## config.mk

```make
export PLATFORM = sky130hd
export DESIGN_NAME = msc_top
export DESIGN_NICKNAME = d
export VERILOG_FILES = /design/src/msc_pkg.sv /design/src/msc_decode.sv /design/src/msc_top.sv
export SDC_FILE = /design/constraint.sdc
export NUM_CORES = 1
export LEC_CHECK = 0
export ABC_AREA = 1
export BUFFER_PORTS_ARGS = -buffer_cell sky130_fd_sc_hd__buf_2
export CAP_MARGIN = 40
export CORE_MARGIN = 2
export CORE_UTILIZATION = 42
export CTS_BUF_LIST = sky130_fd_sc_hd__clkbuf_4 sky130_fd_sc_hd__clkbuf_8
export DETAILED_ROUTE_END_ITERATION = 6
export MAX_ROUTING_LAYER = met4
export PLACE_DENSITY_LB_ADDON = 0.25
export SLEW_MARGIN = 20
export SYNTH_ARGS = -nofsm -noshare
export SYNTH_HDL_FRONTEND = slang
export SYNTH_SLANG_ARGS = --single-unit
export TNS_END_PERCENT = 5
```

## constraint.sdc

```tcl
create_clock -name sys_clk_i -period 1.78 [get_ports sys_clk_i]
set_clock_uncertainty 0.2 [all_clocks]
set_input_delay 0.534 -clock sys_clk_i [delete_from_list [all_inputs] [get_ports sys_clk_i]]
set_output_delay 0.534 -clock sys_clk_i [all_outputs]
set_load 0.01 [all_outputs]
```

## src/msc_pkg.sv

```systemverilog
// Shared constants and types for the external memory bus strobe controller.
package msc_pkg;
    localparam int unsigned CLK_PERIOD_NS  = 10;
    localparam int unsigned STROBE_NS      = 30;
    localparam int unsigned STROBE_CYC     = (STROBE_NS + CLK_PERIOD_NS - 1) / CLK_PERIOD_NS;
    localparam int unsigned SYNC_STAGES    = 2;
    localparam int unsigned READ_EXTRA_CYC = SYNC_STAGES + 1;
    localparam int unsigned CNT_W          = 8;
    localparam int unsigned DATA_W         = 16;
    localparam int unsigned ADDR_W         = 19;
    localparam logic        PIN_IDLE       = 1'h1;
    localparam logic [15:0] DATA_RST       = 16'h0000;

    typedef enum logic [1:0] {
        ST_IDLE,
        ST_SETUP,
        ST_STROBE,
        ST_HOLD
    } msc_state_e;
endpackage

```

## src/msc_decode.sv

```systemverilog
// Region decode: chip select hits and per-region device width and control style.
`timescale 1ns/10ps
module msc_decode #(
    parameter int unsigned ADDR_W = msc_pkg::ADDR_W
) (
    input  wire logic [ADDR_W-1:0] addr_i,
    input  wire logic [ADDR_W-1:0] ram_lo_i,
    input  wire logic [ADDR_W-1:0] ram_hi_i,
    input  wire logic [ADDR_W-1:0] nv_lo_i,
    input  wire logic [ADDR_W-1:0] nv_hi_i,
    input  wire logic              ram_x16_i,
    input  wire logic              ram_five_wire_i,
    input  wire logic              nv_x16_i,
    input  wire logic              nv_five_wire_i,
    output logic                   ram_hit_o,
    output logic                   nv_hit_o,
    output logic                   x16_o,
    output logic                   five_wire_o
);
    function automatic logic in_range(input logic [ADDR_W-1:0] a,
                                      input logic [ADDR_W-1:0] lo,
                                      input logic [ADDR_W-1:0] hi);
        return (a >= lo) && (a <= hi);
    endfunction

    assign ram_hit_o = in_range(addr_i, ram_lo_i, ram_hi_i);
    // Overlapping windows resolve to RAM so that two devices never drive the bus together.
    assign nv_hit_o = !ram_hit_o && in_range(addr_i, nv_lo_i, nv_hi_i);
    // An unmapped address still runs a cycle, shaped like the RAM region, with no select.
    assign x16_o       = nv_hit_o ? nv_x16_i : ram_x16_i;
    assign five_wire_o = nv_hit_o ? nv_five_wire_i : ram_five_wire_i;
endmodule

```

## src/msc_top.sv

```systemverilog
// External memory bus controller: chip selects, read and write strobes, byte enable and data bus drive.
`timescale 1ns/10ps
module msc_top #(
    parameter int unsigned ADDR_W     = msc_pkg::ADDR_W,
    parameter int unsigned STROBE_CYC = msc_pkg::STROBE_CYC
) (
    input  wire logic              sys_clk_i,
    input  wire logic              resetn_i,
    input  wire logic              req_valid_i,
    input  wire logic              req_wr_i,
    input  wire logic              req_word_i,
    input  wire logic [ADDR_W-1:0] req_addr_i,
    input  wire logic [15:0]       req_wdata_i,
    output logic                   req_ready_o,
    output logic                   rsp_valid_o,
    output logic [15:0]            rsp_rdata_o,
    input  wire logic [ADDR_W-1:0] ram_lo_i,
    input  wire logic [ADDR_W-1:0] ram_hi_i,
    input  wire logic [ADDR_W-1:0] nv_lo_i,
    input  wire logic [ADDR_W-1:0] nv_hi_i,
    input  wire logic              ram_x16_i,
    input  wire logic              ram_five_wire_i,
    input  wire logic              nv_x16_i,
    input  wire logic              nv_five_wire_i,
    output logic [ADDR_W-1:1]      mem_addr_o,
    output logic                   lowest_address_bit_o,
    output logic                   ram_region_select_n_o,
    output logic                   nonvolatile_region_select_n_o,
    output logic                   memory_read_strobe_n_o,
    output logic                   low_byte_write_strobe_n_o,
    output logic                   lower_byte_enable_n_o,
    output logic [15:0]            memory_data_line_o,
    output logic                   memory_data_line_oe_o,
    input  wire logic [15:0]       memory_data_line_i
);
    localparam int unsigned CW = msc_pkg::CNT_W;

    msc_pkg::msc_state_e state_q, state_d;
    logic [CW-1:0]     cnt_q, cnt_d;
    logic              phase_q, phase_d;
    logic [ADDR_W-1:0] addr_q, addr_d;
    logic              wr_q, wr_d;
    logic              word_q, word_d;
    logic [15:0]       wdata_q, wdata_d;
    logic              ram_q, ram_d;
    logic              nv_q, nv_d;
    logic              x16_q, x16_d;
    logic              five_q, five_d;
    logic [15:0]       rdata_q, rdata_d;
    logic              rsp_q, rsp_d;
    logic              ready_q, ready_d;
    logic [15:0]       md_s1_q, md_s2_q;

    logic              dec_ram, dec_nv, dec_x16, dec_five;
    logic              acc, two_phase, cur_odd, lo_lane, hi_lane, active, strobe;

    msc_decode #(
        .ADDR_W(ADDR_W)
    ) u_decode (
        .addr_i         (req_addr_i),
        .ram_lo_i       (ram_lo_i),
        .ram_hi_i       (ram_hi_i),
        .nv_lo_i        (nv_lo_i),
        .nv_hi_i        (nv_hi_i),
        .ram_x16_i      (ram_x16_i),
        .ram_five_wire_i(ram_five_wire_i),
        .nv_x16_i       (nv_x16_i),
        .nv_five_wire_i (nv_five_wire_i),
        .ram_hit_o      (dec_ram),
        .nv_hit_o       (dec_nv),
        .x16_o          (dec_x16),
        .five_wire_o    (dec_five)
    );

    assign acc       = req_valid_i && ready_q;
    assign two_phase = !x16_q && word_q;
    assign cur_odd   = !x16_q && (word_q ? !phase_q : addr_q[0]);
    assign lo_lane   = word_q || !addr_q[0];
    assign hi_lane   = word_q || addr_q[0];
    assign active    = (state_q != msc_pkg::ST_IDLE);
    assign strobe    = (state_q == msc_pkg::ST_STROBE);

    // Sequencer: setup, strobe for a fixed count, hold; byte-wide words run the sequence twice.
    always_comb begin
        state_d = state_q;
        cnt_d   = cnt_q;
        phase_d = phase_q;
        addr_d  = addr_q;
        wr_d    = wr_q;
        word_d  = word_q;
        wdata_d = wdata_q;
        ram_d   = ram_q;
        nv_d    = nv_q;
        x16_d   = x16_q;
        five_d  = five_q;
        rdata_d = rdata_q;
        rsp_d   = 1'h0;
        case (state_q)
            msc_pkg::ST_IDLE: begin
                if (acc) begin
                    addr_d  = req_addr_i;
                    wr_d    = req_wr_i;
                    word_d  = req_word_i;
                    wdata_d = req_wdata_i;
                    ram_d   = dec_ram;
                    nv_d    = dec_nv;
                    x16_d   = dec_x16;
                    five_d  = dec_five;
                    phase_d = 1'h0;
                    state_d = msc_pkg::ST_SETUP;
                end
            end
            msc_pkg::ST_SETUP: begin
                // Reads stay in strobe longer so the pin data has crossed the synchroniser.
                cnt_d   = wr_q ? CW'(STROBE_CYC - 1) : CW'(STROBE_CYC + msc_pkg::READ_EXTRA_CYC - 1);
                state_d = msc_pkg::ST_STROBE;
            end
            msc_pkg::ST_STROBE: begin
                if (cnt_q == CW'(0)) begin
                    if (!wr_q) begin
                        if (x16_q) begin
                            rdata_d = md_s2_q;
                        end else if (cur_odd) begin
                            rdata_d[15:8] = md_s2_q[7:0];
                        end else begin
                            rdata_d[7:0] = md_s2_q[7:0];
                        end
                    end
                    state_d = msc_pkg::ST_HOLD;
                end else begin
                    cnt_d = cnt_q - CW'(1);
                end
            end
            msc_pkg::ST_HOLD: begin
                if (two_phase && !phase_q) begin
                    phase_d = 1'h1;
                    state_d = msc_pkg::ST_SETUP;
                end else begin
                    rsp_d   = 1'h1;
                    state_d = msc_pkg::ST_IDLE;
                end
            end
            default: begin
                state_d = msc_pkg::ST_IDLE;
            end
        endcase
        ready_d = (state_d == msc_pkg::ST_IDLE);
    end

    always_ff @(posedge sys_clk_i or negedge resetn_i) begin
        if (!resetn_i) begin
            state_q <= msc_pkg::ST_IDLE;
            cnt_q   <= '0;
            phase_q <= 1'h0;
            addr_q  <= '0;
            wr_q    <= 1'h0;
            word_q  <= 1'h0;
            wdata_q <= msc_pkg::DATA_RST;
            ram_q   <= 1'h0;
            nv_q    <= 1'h0;
            x16_q   <= 1'h0;
            five_q  <= 1'h0;
            rdata_q <= msc_pkg::DATA_RST;
            rsp_q   <= 1'h0;
            ready_q <= 1'h0;
            md_s1_q <= msc_pkg::DATA_RST;
            md_s2_q <= msc_pkg::DATA_RST;
        end else begin
            state_q <= state_d;
            cnt_q   <= cnt_d;
            phase_q <= phase_d;
            addr_q  <= addr_d;
            wr_q    <= wr_d;
            word_q  <= word_d;
            wdata_q <= wdata_d;
            ram_q   <= ram_d;
            nv_q    <= nv_d;
            x16_q   <= x16_d;
            five_q  <= five_d;
            rdata_q <= rdata_d;
            rsp_q   <= rsp_d;
            ready_q <= ready_d;
            md_s1_q <= memory_data_line_i;
            md_s2_q <= md_s1_q;
        end
    end

    assign req_ready_o = ready_q;
    assign rsp_valid_o = rsp_q;
    assign rsp_rdata_o = rdata_q;

    // Pin stage: every pin is a flop, so pins follow the sequencer state by one cycle.
    logic [ADDR_W-1:1] pa_q, pa_d;
    logic              ma0_q, ma0_d, rcs_q, rcs_d, ncs_q, ncs_d, oe_q, oe_d;
    logic              wel_q, wel_d, lbe_q, lbe_d, mdoe_q, mdoe_d;
    logic [15:0]       md_q, md_d;

    always_comb begin
        pa_d   = addr_q[ADDR_W-1:1];
        rcs_d  = !(active && ram_q);
        ncs_d  = !(active && nv_q);
        oe_d   = !(strobe && !wr_q);
        wel_d  = !(strobe && wr_q && (!x16_q || five_q || lo_lane));
        lbe_d  = !(active && x16_q && five_q && lo_lane);
        mdoe_d = active && wr_q;
        md_d   = x16_q ? wdata_q : {8'h00, (cur_odd ? wdata_q[15:8] : wdata_q[7:0])};
        // The lowest address pin doubles as the high write strobe on word-wide four-wire parts.
        if (!active) begin
            ma0_d = msc_pkg::PIN_IDLE;
        end else if (!x16_q) begin
            ma0_d = cur_odd;
        end else if (five_q) begin
            ma0_d = msc_pkg::PIN_IDLE;
        end else begin
            ma0_d = !(strobe && wr_q && hi_lane);
        end
    end

    always_ff @(posedge sys_clk_i or negedge resetn_i) begin
        if (!resetn_i) begin
            pa_q   <= '0;
            ma0_q  <= msc_pkg::PIN_IDLE;
            rcs_q  <= msc_pkg::PIN_IDLE;
            ncs_q  <= msc_pkg::PIN_IDLE;
            oe_q   <= msc_pkg::PIN_IDLE;
            wel_q  <= msc_pkg::PIN_IDLE;
            lbe_q  <= msc_pkg::PIN_IDLE;
            mdoe_q <= 1'h0;
            md_q   <= msc_pkg::DATA_RST;
        end else begin
            pa_q   <= pa_d;
            ma0_q  <= ma0_d;
            rcs_q  <= rcs_d;
            ncs_q  <= ncs_d;
            oe_q   <= oe_d;
            wel_q  <= wel_d;
            lbe_q  <= lbe_d;
            mdoe_q <= mdoe_d;
            md_q   <= md_d;
        end
    end

    assign mem_addr_o                    = pa_q;
    assign lowest_address_bit_o          = ma0_q;
    assign ram_region_select_n_o         = rcs_q;
    assign nonvolatile_region_select_n_o = ncs_q;
    assign memory_read_strobe_n_o        = oe_q;
    assign low_byte_write_strobe_n_o     = wel_q;
    assign lower_byte_enable_n_o         = lbe_q;
    assign memory_data_line_o            = md_q;
    assign memory_data_line_oe_o         = mdoe_q;
endmodule

```

==> metrics <==
outcome finished with violations; failing checks negative setup slack; Levels on crit path 1; crit path launch type flip-flop; cell family with most CP delay flip-flops; first-pass GRT wire length 27,800 microns; met3 routed WL 940 microns; CP max FO 1; final setup TNS -105 ps; Synth Area per Inst 8.77 sq um; sequential fraction of the synthesis area 50.6%; post-synth top area share 48.3%; share of cells above drive strength 1 40.4%; post-route ant nets 0; CTS tree done; Yosys cell types 32; Syn Inst Count 809; metal2 WL 8660 microns; CTS buffer count 17; Slew Limit Fails 0; core box area 0.0165 sq mm; highest metal used met4; Highest Clock Rate 553 MHz; worst-skew pair later-pin latency 440 ps; post-synthesis register bit count 143; MaxCap Viol Count 0; Hold Slack 80.3 ps; endpoints failing setup 6; Synth area leaders dfrtp_1 (48%), ha_1 (14%), nand2_1 (13%); Slew @ Worst Pin 379 ps; Clock Sinks 143; Final min period 1810 ps; leakage 0.00545 uW; wire per inst 13.4 microns; WL met1 7810 microns; worst reg-to-reg setup slack 0 ps; Worst R2R Path Depth 10; vias in the first global route 5,863; WP data arrival 1080 ps; WP buf/inv 1; clk root buf clkbuf_8; filler cell count 1,371; Slowest cell on crit path dfstp_2; part of the cycle the worst path needs 102%; final core occ 62.5%; routed vias 6,029; setup ws final -29.7 ps; worst ir drop on vdd 549 uV; DR vias/cell 4.61; synthesis warning total 0; # DRC 0; cell row count 47; Main synth FF type dfrtp_1; PD cells 1180 mW/mm^2; final WL 17,600 microns; GRT Total Usage 20.3%; Largest stage delay, worst path 540 ps; DIE WIDTH 134 microns; Hold Path Class in -> reg; largest area contributor in the netlist dfrtp_1; hpwl dp 13,300 microns; Initial DRT Pass Iterations 4; RSZ-0062 raised after global routing true; htree depth 4; Die H 134 microns; final hold viol count 0; Synth async-reset ratio 100%; Net Count, Synth 1,026; largest net degree at the start of global routing 44; Starting Density 42.9%; GRT Residual Overflow 0; first-iteration detailed-routing DRC count 287; critical path required time 1050 ps; critical path, cell by cell buf_6; die area 0.0179 sq mm; synthesized cell area 0.00709 sq mm; Final Net Count 1,291; antenna violations before repair 1; area grow syn2layout 45.5%; Slew Limit Headroom 74.6%; Port Buffers 194; io pins 195; crit path kind reg -> out; clk buf depth 2; GPL Wtd Cong 0.864; Post-synth EDFFs 0; critical path capture point type output pin; WHS Path Cells 3; clock-pin slew of the registers on the worst-case setup and hold paths 90 ps
[layout by cell type, fill, tap and decap left out, drive strengths merged, types with 2 or more instances in the layout]
master       instances
clkinv               4
nor4                 2
a21oi               34
nand4                6
or2                  3
o21ai               64
nor3                 7
dfstp                6
ha                  81
buf                242
inv                153
dlygate4sd3         17
nand3               29
nor2                31
nand2              239
dfrtp              137
clkbuf              20
o21a                 3
[per-layer routing]
| metal | up-vias | track usage [%] |
|---|---|---|
| met4 | 0 | 5.26 |
| met1 | 2774 | 25.6 |
| met3 | 12 | 4.88 |
| li1 | 3086 | - |
| met2 | 157 | 33.0 |
| met5 | - | - |
[flip-flops by register name (all words and copies together) (netlist names), 2 cells and up]
signal	cells
addr_q	19
mem_addr_o	18
md_s1_q	16
md_s2_q	16
memory_data_line_o	16
rsp_rdata_o	16
wdata_q	16
cnt_q	8
state_q	2
[Yosys cell counts (2+ instances only)]
cell type  number
nor4_1          2
inv_1         140
o21ai_0        63
dfstp_2         6
nand2_1       239
nor2_1         31
a21oi_1        32
or2_2           2
buf_2           5
nor3_1          6
clkbuf_1       10
nand3_1        24
dfrtp_1       137
nand3_2         5
inv_2           3
nand4_1         6
ha_1           81
o21a_1          3
[logic make-up (layout without fill, tap and decap cells)]
| group | count (synthesis) | after routing | share of synthesized area, % |
|---|---|---|---|
| simple gates | 319 | 319 | 18.4 |
| xor+xnor | 1 | 1 | 0.124 |
| buf+inv | 159 | 437 | 8.61 |
| compound gates | 106 | 106 | 8.01 |
| flops | 143 | 143 | 50.6 |
| fa+ha+maj | 81 | 81 | 14.3 |
| other cells | 0 | 1 | 0 |
[cell type report]
type	count	area (sq um)	share of cell area, %
multi-input combinational	507	3710	35.9
sequential	143	3590	34.7
timing repair buffer	262	1760	17.1
inverter	143	584	5.66
tap	220	275	2.67
clock buffer	17	234	2.27
clock inverter	15	171	1.66
antenna	1	2.50	0.0242
[path summary, 6_finish.rpt]
path                                                      from                          to
max                        low_byte_write_strobe_n_o$_DFF_PN1_   low_byte_write_strobe_n_o
min                                             req_wdata_i[2]      wdata_q[2]$_DFFE_PN0P_
max reg2reg                               cnt_q[0]$_DFFE_PN0P_        cnt_q[2]$_DFFE_PN0P_
min reg2reg                               md_s1_q[7]$_DFF_PN0_        md_s2_q[7]$_DFF_PN0_
max in group asynchronous                             resetn_i  rsp_rdata_o[0]$_DFFE_PN0P_
min in group asynchronous                             resetn_i     wdata_q[13]$_DFFE_PN0P_
[metrics by stage]
step	setup slack (ps)	cells	cell area, sq um	power, uW
after floorplan	-111	809	7510	7280
after global placement	-521	1252	9100	8990
after detailed placement	-545	1252	9100	9120
after CTS	-54.8	1304	9790	11900
after global routing	-107	1308	10300	13200
final	-29.7	1308	10300	12200
[power by group]
part           internal, uW  switching, uW
Sequential             4420            553
Clock                  1190           1370
Combinational          2110           2570
[timing repair]
| action | 4_1_cts | 5_1_grt |
|---|---|---|
| endpoints found under the setup margin | 29 | 66 |
| hold buffers | 17 | 0 |
| resized for setup | 22 | 131 |
| buffers inserted | 3 | 2 |
| gates cloned | 0 | 1 |
| pin swaps | 4 | 40 |
| endpoints found under the hold margin | 43 | 0 |
Power figures use the tool's default switching activity.
